==> src/twm_map.vh <==
// Constants for the two-wire master sequencer
// How it works
// - The master drives every SCL pulse and makes all starts and stops.
// - A transfer ends with stop or repeated start; repeated start keeps the bus.
// - Transmit: first byte is 7-bit address plus direction bit zero.
// - Receive: address plus direction one, then bytes come in and we acknowledge.
// - Bytes move as eight bits; the receiver's acknowledge bit is sampled.
// - The rate timer sets SCL for 100 kHz, 400 kHz or 1 MHz.
// - Start request with both lines high loads the timer from the 7-bit reload.
// - Lines still high at expiry: pull SDA low, set start-seen status bit 3.
// - Reload after start; next expiry clears start request, stops timer, SCL low.
// - Lines low at start, or SCL low early: set collision flag, go idle.
// - Buffer write during start is dropped and sets write-collision flag.
// - Writes to low five control bits are ignored until start completes.
// - A byte loaded into the shift buffer is sent as all eight bits on SDA.
// - The slave's acknowledge is stored in control bit 6.
// - The port event flag rises when the ninth SCL cycle of a sent byte ends, the eighth of a received one.
// - Stop request bit 2 makes a stop; event raised when it finishes.
// - Event flag on start, stop, restart, ack completion, and foreign start/stop.
// - After a start nothing further happens until the hold time passes.
// - Flags set regardless of any interrupt enable.
`ifndef TWM_MAP_VH
`define TWM_MAP_VH
`define TWM_SEN_BIT     0
`define TWM_RSEN_BIT    1
`define TWM_PEN_BIT     2
`define TWM_RCEN_BIT    3
`define TWM_ACKEN_BIT   4
`define TWM_ACKDT_BIT   5
`define TWM_ACKSTAT_BIT 6
`define TWM_S_BIT       3
`define TWM_P_BIT       4
`define TWM_CTRL_RST    7'h00
`define TWM_RELOAD_RST  7'h00
`endif

==> src/rate_timer.v <==
// Reload-style rate timer producing a one-cycle expiry pulse
`timescale 1ns/1ps
`default_nettype none
module rate_timer #(
    parameter W = 7
) (
    input  wire         clk,
    input  wire         rst,
    input  wire         load,
    input  wire         halt,
    input  wire [W-1:0] reload,
    output reg          expire_ff
);
    reg [W:0] cnt_ff;
    reg       run_ff;
    always @(posedge clk or posedge rst)
    begin
        if (rst)
        begin
            cnt_ff    <= {(W+1){1'b0}};
            run_ff    <= 1'b0;
            expire_ff <= 1'b0;
        end
        else
        begin
            expire_ff <= 1'b0;
            if (halt)
                run_ff <= 1'b0;
            else if (load)
            begin
                cnt_ff <= {1'b0, reload};
                run_ff <= 1'b1;
            end
            else if (run_ff)
            begin
                if (cnt_ff == {(W+1){1'b0}})
                begin
                    expire_ff <= 1'b1;
                    run_ff    <= 1'b0;
                end
                else
                    cnt_ff <= cnt_ff - {{W{1'b0}}, 1'b1};
            end
        end
    end
endmodule
`default_nettype wire

==> src/two_wire_master_sequencer.v <==
// I2C master sequencer: start, restart, stop, byte shift, acknowledge
`timescale 1ns/1ps
`default_nettype none
`include "twm_map.vh"
module two_wire_master_sequencer #(
    parameter RW = 7
) (
    input  wire          clk,
    input  wire          rst,
    input  wire [RW-1:0] rate_reload_value,
    input  wire [7:0]    ctrl_wdata,
    input  wire          ctrl_we,
    input  wire [7:0]    buf_wdata,
    input  wire          buf_we,
    input  wire          event_clr,
    input  wire          bcol_clr,
    input  wire          write_collision_flag_clr,
    input  wire          scl_in,
    input  wire          sda_in,
    output wire          scl_out,
    output wire          scl_oe,
    output wire          sda_out,
    output wire          sda_oe,
    output wire [7:0]    second_control_register,
    output wire [7:0]    port_status_register,
    output reg  [7:0]    rx_data_ff,
    output reg           port_event_flag_ff,
    output reg           bus_collision_flag_ff,
    output reg           write_collision_flag_ff
);
    localparam [3:0] ST_IDLE  = 4'h0;
    localparam [3:0] ST_S1    = 4'h1;
    localparam [3:0] ST_S2    = 4'h2;
    localparam [3:0] ST_R0    = 4'h3;
    localparam [3:0] ST_R1    = 4'h4;
    localparam [3:0] ST_LOW   = 4'h5;
    localparam [3:0] ST_HIGH  = 4'h6;
    localparam [3:0] ST_P0    = 4'h7;
    localparam [3:0] ST_P1    = 4'h8;
    localparam [3:0] ST_P2    = 4'h9;
    localparam [3:0] ST_HOLD  = 4'ha;

    reg [1:0] scl_sync_ff;
    reg [1:0] sda_sync_ff;
    reg       scl_d_ff;
    reg       sda_d_ff;
    reg [3:0] st_ff;
    reg [6:0] ctl_ff;
    reg       start_seen_ff;
    reg       stop_seen_ff;
    reg [7:0] sh_ff;
    reg [3:0] bit_ff;
    reg       rx_ff;
    reg       ackbit_ff;
    reg       scl_low_ff;
    reg       sda_low_ff;
    reg       owned_ff;
    reg       tload;
    reg       thalt;
    wire      texp;

    wire scl_s = scl_sync_ff[1];
    wire sda_s = sda_sync_ff[1];
    // Bus conditions, own or foreign: SDA edge while SCL is high
    wire bus_start = scl_s & scl_d_ff & sda_d_ff & ~sda_s;
    wire bus_stop  = scl_s & scl_d_ff & ~sda_d_ff & sda_s;
    wire starting  = (st_ff == ST_S1) | (st_ff == ST_S2);

    rate_timer #(
        .W (RW)
    ) u_timer (
        .clk       (clk),
        .rst       (rst),
        .load      (tload),
        .halt      (thalt),
        .reload    (rate_reload_value),
        .expire_ff (texp)
    );

    // Open-drain: drive only low
    assign scl_out = 1'b0;
    assign sda_out = 1'b0;
    assign scl_oe  = scl_low_ff;
    assign sda_oe  = sda_low_ff;
    assign second_control_register = {1'b0, ctl_ff};
    assign port_status_register = {3'h0, stop_seen_ff, start_seen_ff, 3'h0};

    always @(posedge clk or posedge rst)
    begin
        if (rst)
        begin
            scl_sync_ff <= 2'b11;
            sda_sync_ff <= 2'b11;
            scl_d_ff    <= 1'b1;
            sda_d_ff    <= 1'b1;
        end
        else
        begin
            scl_sync_ff <= {scl_sync_ff[0], scl_in};
            sda_sync_ff <= {sda_sync_ff[0], sda_in};
            scl_d_ff    <= scl_s;
            sda_d_ff    <= sda_s;
        end
    end

    always @*
    begin
        tload = 1'b0;
        thalt = 1'b0;
        if (st_ff == ST_IDLE && ctl_ff[`TWM_SEN_BIT] && scl_s && sda_s)
            tload = 1'b1;
        if (texp && st_ff != ST_IDLE && st_ff != ST_S2 && st_ff != ST_P2
            && st_ff != ST_HOLD)
            tload = 1'b1;
        if (texp && st_ff == ST_S1 && scl_s && sda_s)
            tload = 1'b1;
        if (st_ff == ST_HOLD && (ctl_ff[4:0] != 5'h00 || bit_ff != 4'h0))
            tload = 1'b1;
        if (starting && ~scl_s)
            thalt = 1'b1;
    end

    always @(posedge clk or posedge rst)
    begin
        if (rst)
        begin
            st_ff                   <= ST_IDLE;
            ctl_ff                  <= `TWM_CTRL_RST;
            start_seen_ff           <= 1'b0;
            stop_seen_ff            <= 1'b0;
            sh_ff                   <= 8'h00;
            bit_ff                  <= 4'h0;
            rx_ff                   <= 1'b0;
            ackbit_ff               <= 1'b0;
            scl_low_ff              <= 1'b0;
            sda_low_ff              <= 1'b0;
            owned_ff                <= 1'b0;
            rx_data_ff              <= 8'h00;
            port_event_flag_ff      <= 1'b0;
            bus_collision_flag_ff   <= 1'b0;
            write_collision_flag_ff <= 1'b0;
        end
        else
        begin
            // Clears first; hardware sets below win in the same cycle
            if (event_clr)
                port_event_flag_ff <= 1'b0;
            if (bcol_clr)
                bus_collision_flag_ff <= 1'b0;
            if (write_collision_flag_clr)
                write_collision_flag_ff <= 1'b0;
            if (ctrl_we)
            begin
                ctl_ff[5] <= ctrl_wdata[5];
                if (!starting)
                    ctl_ff[4:0] <= ctrl_wdata[4:0];
            end
            if (buf_we)
            begin
                if (starting)
                    write_collision_flag_ff <= 1'b1;
                else if (st_ff == ST_HOLD)
                begin
                    sh_ff  <= buf_wdata;
                    bit_ff <= 4'h9;
                    rx_ff  <= 1'b0;
                end
            end
            if (bus_start)
                start_seen_ff <= 1'b1;
            if (bus_stop)
            begin
                stop_seen_ff  <= 1'b1;
                start_seen_ff <= 1'b0;
            end
            if (st_ff == ST_IDLE && !owned_ff && (bus_start || bus_stop))
                port_event_flag_ff <= 1'b1;
            case (st_ff)
            ST_IDLE:
            begin
                if (ctl_ff[`TWM_SEN_BIT])
                begin
                    if (!scl_s && !sda_s)
                    begin
                        bus_collision_flag_ff <= 1'b1;
                        ctl_ff[`TWM_SEN_BIT]  <= 1'b0;
                    end
                    else if (scl_s && sda_s)
                        st_ff <= ST_S1;
                end
            end
            ST_S1:
            begin
                if (!scl_s)
                begin
                    bus_collision_flag_ff <= 1'b1;
                    ctl_ff[`TWM_SEN_BIT]  <= 1'b0;
                    ctl_ff[`TWM_RSEN_BIT] <= 1'b0;
                    sda_low_ff            <= 1'b0;
                    owned_ff              <= 1'b0;
                    st_ff                 <= ST_IDLE;
                end
                else if (texp && sda_s)
                begin
                    sda_low_ff    <= 1'b1;
                    start_seen_ff <= 1'b1;
                    stop_seen_ff  <= 1'b0;
                    owned_ff      <= 1'b1;
                    st_ff         <= ST_S2;
                end
            end
            ST_S2:
            begin
                if (texp)
                begin
                    ctl_ff[`TWM_SEN_BIT]  <= 1'b0;
                    ctl_ff[`TWM_RSEN_BIT] <= 1'b0;
                    scl_low_ff            <= 1'b1;
                    port_event_flag_ff    <= 1'b1;
                    st_ff                 <= ST_HOLD;
                end
            end
            ST_HOLD:
            begin
                // SCL held low, SDA kept, waiting for the next command
                if (bit_ff != 4'h0)
                begin
                    sda_low_ff <= ~sh_ff[7];
                    st_ff      <= ST_LOW;
                end
                else if (ctl_ff[`TWM_RSEN_BIT])
                begin
                    sda_low_ff <= 1'b0;
                    st_ff      <= ST_R0;
                end
                else if (ctl_ff[`TWM_PEN_BIT])
                begin
                    sda_low_ff <= 1'b1;
                    st_ff      <= ST_P0;
                end
                else if (ctl_ff[`TWM_RCEN_BIT])
                begin
                    sh_ff      <= 8'h00;
                    bit_ff     <= 4'h9;
                    rx_ff      <= 1'b1;
                    sda_low_ff <= 1'b0;
                    st_ff      <= ST_LOW;
                end
                else if (ctl_ff[`TWM_ACKEN_BIT])
                begin
                    sda_low_ff <= ~ctl_ff[`TWM_ACKDT_BIT];
                    bit_ff     <= 4'h1;
                    ackbit_ff  <= 1'b1;
                    st_ff      <= ST_LOW;
                end
            end
            ST_LOW:
            begin
                if (texp)
                begin
                    scl_low_ff <= 1'b0;
                    st_ff      <= ST_HIGH;
                end
            end
            ST_HIGH:
            begin
                // End of high phase: sample SDA, drive the next bit
                if (texp)
                begin
                    scl_low_ff <= 1'b1;
                    bit_ff     <= bit_ff - 4'h1;
                    if (bit_ff > 4'h2)
                    begin
                        sh_ff      <= {sh_ff[6:0], sda_s};
                        sda_low_ff <= rx_ff ? 1'b0 : ~sh_ff[6];
                        st_ff      <= ST_LOW;
                    end
                    else if (bit_ff == 4'h2)
                    begin
                        if (rx_ff)
                        begin
                            rx_data_ff <= {sh_ff[6:0], sda_s};
                            ctl_ff[`TWM_RCEN_BIT] <= 1'b0;
                            port_event_flag_ff    <= 1'b1;
                            bit_ff                <= 4'h0;
                            st_ff                 <= ST_HOLD;
                        end
                        else
                        begin
                            sda_low_ff <= 1'b0;
                            st_ff      <= ST_LOW;
                        end
                    end
                    else
                    begin
                        if (ackbit_ff)
                            ctl_ff[`TWM_ACKEN_BIT] <= 1'b0;
                        else
                            ctl_ff[`TWM_ACKSTAT_BIT] <= sda_s;
                        ackbit_ff          <= 1'b0;
                        sda_low_ff         <= 1'b0;
                        port_event_flag_ff <= 1'b1;
                        st_ff              <= ST_HOLD;
                    end
                end
            end
            ST_R0:
            begin
                if (texp)
                begin
                    scl_low_ff <= 1'b0;
                    st_ff      <= ST_R1;
                end
            end
            ST_R1:
            begin
                if (texp)
                begin
                    ctl_ff[`TWM_SEN_BIT] <= 1'b1;
                    st_ff                <= ST_S1;
                end
            end
            ST_P0:
            begin
                if (texp)
                begin
                    scl_low_ff <= 1'b0;
                    st_ff      <= ST_P1;
                end
            end
            ST_P1:
            begin
                if (texp)
                begin
                    sda_low_ff <= 1'b0;
                    st_ff      <= ST_P2;
                end
            end
            ST_P2:
            begin
                if (texp)
                begin
                    ctl_ff[`TWM_PEN_BIT] <= 1'b0;
                    port_event_flag_ff   <= 1'b1;
                    owned_ff             <= 1'b0;
                    st_ff                <= ST_IDLE;
                end
            end
            default:
                st_ff <= ST_IDLE;
            endcase
        end
    end
endmodule
`default_nettype wire

==> config.mk <==
export PLATFORM = sky130hd
export DESIGN_NAME = two_wire_master_sequencer
export DESIGN_NICKNAME = d
export VERILOG_FILES = /design/src/rate_timer.v /design/src/two_wire_master_sequencer.v
export VERILOG_INCLUDE_DIRS = /design/src /design/src/src
export SDC_FILE = /design/constraint.sdc
export NUM_CORES = 1
export LEC_CHECK = 0
export BUFFER_PORTS_ARGS = -buffer_cell sky130_fd_sc_hd__buf_2
export CORE_UTILIZATION = 42
export CTS_CLUSTER_DIAMETER = 60
export DETAILED_ROUTE_END_ITERATION = 7
export GPL_TIMING_DRIVEN = 0
export PLACE_DENSITY_LB_ADDON = 0.1
export RECOVER_POWER = 25
export SLEW_MARGIN = 20
export SYNTH_ARGS = -nofsm -noshare
export SYNTH_HDL_FRONTEND = slang
export SYNTH_SLANG_ARGS = --single-unit
==> constraint.sdc <==
create_clock -name clk -period 2.35 [get_ports clk]
set_input_delay 0 -clock clk [delete_from_list [all_inputs] [get_ports clk]]
set_output_delay 0 -clock clk [all_outputs]
set_load 0.02 [all_outputs]
After elaboration in Yosys (flattened, before gate mapping)
Cells that the tools add are included.
Widths: inputs -> output; s select.
Cells by class
  add/sub/neg operators: 2
  mux-type cells: 138
  magnitude comparators: 1
  bitwise logic cells: 16
  equal/unequal tests: 38
  reduce and logical (&&, ||, !) cells: 43
Operator list (number)
  $mux 4: 33
  $mux 8: 12
  $mux 1: 75
  $pmux 4 s11: 1
  $ne 2x1->1 const B: 11
  $ne 2x2->1 const B: 10
  $logic_and 1x1->1: 17
  $eq 4x3->1 const B: 4
  $pmux 8 s2: 1
  $reduce_and 13->1: 1
  $eq 4x2->1 const B: 3
  $eq 4x4->1 const B: 3
  $ne 4x4->1 const B: 3
  $pmux 1 s2: 6
  $reduce_bool 4->1: 3
  $mux 2: 5
  $mux 5: 2
  $not 1->1: 10
  $reduce_and 5->1: 2
  $reduce_and 3->1: 3
  $reduce_and 9->1: 1
  $logic_not 8->1: 1
  $pmux 1 s4: 2
  $pmux 4 s2: 1
  17 further kinds: 28
Storage, ports and cells
  input port bits: 32
  output and inout port bits: 31
  register bits after elaboration: 57

Depth between registers and ports, before layout
  depth after elaboration: 11
  mapped depth: 8

By module
From an unflattened synthesis, not the netlist that was laid out.
Second synthesis, totals
  cell total of the unflattened synthesis: 347
  area total of the unflattened synthesis: 3344.5 um2
Modules (own cells, without submodules)
  two_wire_master_sequencer: area an instance 2707.6 um2, times used 1, sequential area each 1183.6 um2, cells an instance 274
  rate_timer: area an instance 636.9 um2, times used 1, sequential area each 250.2 um2, cells an instance 73

Least setup slack after synthesis
No wires, ideal clock.
  path kind: register to register
  start point: reg bit_ff[1]
  end point: reg u_timer.cnt_ff[2]
  cell stages (with the launch flop): 9
  slack: 225 ps
  required time: 2224 ps
  period minus slack after synthesis: 2125 ps
  setup time: 126 ps
  arrival time: 1999 ps
  cells stage by stage: dfrtp_1 > inv_1 > ha_1 > nor3b_4 > a31oi_2 > or3_1 > buf_6 > and3_4 > a311o_1
Between the ends
  longest elaborated chain between the ends: 6
RTL lines
  from (decl): line two_wire_master_sequencer.v:52  | reg [3:0] bit_ff;
  from (signal assigned): line two_wire_master_sequencer.v:271  | bit_ff <= bit_ff - 4'h1;
  $reduce_bool 4->1 *: line two_wire_master_sequencer.v:117  | if (st_ff == ST_HOLD && (ctl_ff[4:0] != 5'h00 || bit_ff != 4'h0))
  $logic_or 1x1->1 *: line two_wire_master_sequencer.v:117
  $logic_and 1x1->1 *: line two_wire_master_sequencer.v:117
  $mux 1 *: line two_wire_master_sequencer.v:117
  $ne 2x2->1 (no source line) / $reduce_bool 2->1 (equally long branches)
  $reduce_and 3->1 (no source line)
  to (signal assigned): line rate_timer.v:20  | cnt_ff <= {(W+1){1'b0}};
  to (signal assigned): line rate_timer.v:31  | cnt_ff <= {1'b0, reload};
  to (signal assigned): line rate_timer.v:42  | cnt_ff <= cnt_ff - {{W{1'b0}}, 1'b1};
  to (decl): line rate_timer.v:14  | reg [W:0] cnt_ff;
Mark *: on every way between the ends. The rest lies on a longest branch, timed or not.
A chain may end at the register's enable or synchronous reset.

Worst setup path in the final report
  start point: reg st_ff[2]
  end point: reg u_timer.cnt_ff[2]
Between the ends
  longest elaborated chain between the ends: 10
RTL lines
  from (decl): line two_wire_master_sequencer.v:47  | reg [3:0] st_ff;
  from (signal assigned): line two_wire_master_sequencer.v:127  | st_ff <= ST_IDLE;
  from (signal assigned): line two_wire_master_sequencer.v:189  | st_ff <= ST_S1;
  from (signal assigned): line two_wire_master_sequencer.v:201  | st_ff <= ST_IDLE;
  $logic_not 4->1 / $reduce_bool 4->1 (equally long branches): line two_wire_master_sequencer.v:110, two_wire_master_sequencer.v:112
  $logic_and 1x1->1 (on tied branches) (3 in series): line two_wire_master_sequencer.v:110, two_wire_master_sequencer.v:112
  $mux 1 / $logic_and 1x1->1 (equally long branches): line two_wire_master_sequencer.v:110, two_wire_master_sequencer.v:113
  $mux 1: line two_wire_master_sequencer.v:112  | if (texp && st_ff != ST_IDLE && st_ff != ST_S2 && st_ff != ST_P2
  $mux 1: line two_wire_master_sequencer.v:115  | if (texp && st_ff == ST_S1 && scl_s && sda_s)
  $mux 1: line two_wire_master_sequencer.v:117
  $ne 2x2->1 (no source line) / $reduce_bool 2->1 (equally long branches)
  $reduce_and 3->1 (no source line)
Parallel ways exist; a longest one is shown, timed or not.

==> key figures <==
Outcome
  • Run status: finished with violations
  • Failing checks: hold timing

Yosys
  • Synthesized area: 3247 um^2
  • Dominant synthesized flop cell: dfrtp_1
  • Post-synth EDFFs: 0
  • Asr flop ratio synth: 100.0%
  • Top cell type's share of synthesized area: 39.31%
  • Post-Synthesis Cells: 346
  • Unique masters post-synth: 67
  • Post-synth top cells: dfrtp_1 (51), nand2_1 (32), o21ai_0 (27), nor2_1 (24), a21oi_1 (19)
  • Most numerous cell in the Yosys netlist: dfrtp_1
  • Largest cells by area after synthesis: dfrtp_1 (39%), dfstp_2 (4.9%), o21ai_0 (4.2%), mux2i_1 (4.0%), nand2_1 (3.7%)
  • Synth Register Bits: 57
  • Largest area contributor in the netlist: dfrtp_1
  • Proportion of synthesized chip area in sequential cells: 44.16%
  • Avg Inst Size Synth: 9.384 um^2
  • YS warnings: 0

Worst setup path
  • CP Launch Point: st_ff[2]
  • Crit path kind: flop to flop
  • CP Depth: 6
  • Reg2reg setup slack: 0.10 ns
  • Critical Path Start Type: flop
  • Worst reg2reg path endpoint: u_timer.cnt_ff[2]
  • CP peak stage delay: 0.61 ns
  • Worst path bufs/invs: 1
  • Crit path required time: 2.57 ns
  • Worst Setup End Kind: flop
  • Slowest cell on crit path: or4bb_1
  • Critical Path Sink: u_timer.cnt_ff[2]
  • Worst-path cell chain: or4bb_1 > a31oi_4 > or3_1 > buf_6 > nand2_1 > a311o_1
  • CP max FO: 9
  • Worst reg2reg path depth: 6
  • CP top delay family: simple AND/OR/NAND/NOR gates
  • Reg-to-Reg Start: st_ff[2]
  • WP data arrival: 2.47 ns

STA
  • Final period util: 95.60%
  • Tightest Pin Transition: 1.006 ns
  • Final hold viol count: 1
  • Hold slack: -0.004397 ns
  • FMAX: 445.1 MHz
  • Clock Skew: 0.01073 ns
  • Slew Limit Fails: 0
  • Final setup fails: 0
  • Worst relative slew slack: 32.55%
  • Final min period: 2.246 ns
  • Final worst slack: 0.1035 ns
  • RSZ-0062 raised after global routing: no

Die
  • Die width: 89.93 um
  • Cell Rows: 31
  • Die outline area: 8087 um^2
  • Core area: 7370 um^2
  • Initial Util: 44.06%
  • I/O Pins: 63
  • Die height: 89.93 um

CTS
  • Bufs on Longest Clock Path: 2
  • Reg clk slew, reported paths: 0.07 ns
  • Worst-Skew Late Latency: 0.34 ns
  • Num Clock Sinks: 57
  • CTS tree: done
  • Cts bufs inserted: 9
  • H-Tree Depth: 3
  • Clock root buffer: clkbuf_8

GRT
  • Gr usage total: 22.71%
  • First-pass GRT wire length: 14460 um
  • GRT overflow: 0
  • Vias in the first global route: 2892
  • Initial antenna violation count: 0
  • Largest net degree at the start of global routing: 37

Cells and area
  • Fillers: 696
  • Area delta synth->final: 28.09%
  • Final non-filler cell total: 548
  • NumNets Final: 480
  • Share of layout cells above drive strength 1: 26.95%
  • Antenna diodes: 0

Detailed routing
  • Total detailed-routing wirelength: 8641 um
  • Vias per cell: 5.518
  • Residual DRC: 0
  • DRT Pass-1 Iters: 5
  • Post-route ant nets: 0
  • Vias: 3024
  • Initial DRC count: 246
  • Wirelength per Cell: 15.77 um

Placed design
  • Pre-CTS setup slack: -0.1548 ns
  • RePlAce Congestion: 0.9345
  • Cell Count Post-Placement: 505
  • Port buffer count: 51
  • HPWL after DPL: 6100 um

Flow run
  • Max-Cap Viols: 0

Hold path
  • HP Class: primary input to flop

Power
  • Peak VDD IR: 0.0006276 V
  • LEAKAGE: 1.957 nW
  • Power density over cell area: 956.2 nW/um^2
-- timing repair --
action / in CTS / in global routing
hold buffers: 25 / 0
setup buffers: 1 / 2
endpoints found under the hold margin: 76 / 0
resized for setup: 2 / 8
setup endpoints to repair: 6 / 13
pin swaps: 0 / 1
-- power breakdown --
group          internal, mW  total [mW]  switching, mW
registers              1.22        1.50          0.280
clock network         0.493       0.922          0.429
logic                 0.613        1.55          0.941
-- worst min-delay path by stage --
stage,startpoint,slack [ns],end,depth (start not counted)
floorplan,scl_in,0.004,scl_sync_ff[0],0
global placement,sda_in,0.10,sda_sync_ff[0],1
detailed placement,rst,-0.02,u_timer.cnt_ff[1],2
CTS,buf_wdata[6],0.004,sh_ff[6],3
global route,buf_wdata[6],0.01,sh_ff[6],3
finish,buf_wdata[6],-0.004,sh_ff[6],3
-- per-stage QoR --
step                      utilization (%)  TNS (ns)  instance area (um^2)  total power, mW
after global routing                56.43         0                  4159            4.239
final                               56.43         0                  4159            3.977
after CTS                           56.16         0                  4139            3.960
after floorplan                         -         0                  3277            2.531
after global placement              49.61   -0.3935                  3656            2.953
after detailed placement            49.92   -0.5447                  3679            2.977
-- layout by cell type (no fill, tap or decap), types with 4 or more instances in the layout --
master          n
a21oi_1        19
mux2_2          9
nor3_1          5
buf_2          54
nand2_1        32
nor2b_1         4
nand2b_1        6
clkbuf_1        6
mux2i_1        13
a31oi_1         6
buf_4          14
nor2_1         24
inv_1          15
clkbuf_8        9
nand3_1        13
dfstp_2         5
nand4_1         4
o22ai_1         5
and3_1          4
conb_1          9
and2_1          5
dfrtp_1        51
dlygate4sd3_1  25
o21ai_0        27
-- logic make-up after synthesis --
logic type	Yosys count	synth area share (%)
simple gates	121	20.42
compound gates	95	19.38
flops	57	44.16
buf+inv	44	6.705
mux	22	7.129
fa+ha+maj	4	1.541
xor+xnor	2	0.5396
other cells	1	0.1155
-- registers in the layout, summed over array words and instances, names as in the netlist, 2 cells and up --
name            count
u_timer.cnt_ff      8
rx_data_ff          8
sh_ff               8
bit_ff              4
sda_sync_ff         2
st_ff               4
ctl_ff              7
scl_sync_ff         2
-- area by class of cell --
type	count	area, um^2	share of cell area (%)
Buffer	25	148.9	3.580
Inverter	18	68.82	1.655
Sequential cell	57	1434	34.48
Clock inverter	6	68.82	1.655
Timing Repair Buffer	80	533.0	12.82
Tap cell	99	123.9	2.978
Clock buffer	10	127.6	3.069
Multi-Input combinational cell	253	1654	39.77
-- tightest hold or removal path: stages --
cell     delay [ns]
buf_2          0.08
mux2i_1        0.05
o21ai_0        0.16
-- routing by layer --
| metal | up-vias | GRT usage (%) | part of all wire [%] |
|---|---|---|---|
| met3 | 19 | 3.638 | 4.3 |
| met4 | 0 | 9.543 | 2.4 |
| li1 | 1451 | - | - |
| met1 | 1461 | 31.00 | 47 |
| met5 | - | 0 | 0 |
| met2 | 93 | 35.96 | 46 |
Note: power is estimated with default switching activity, not from simulation.
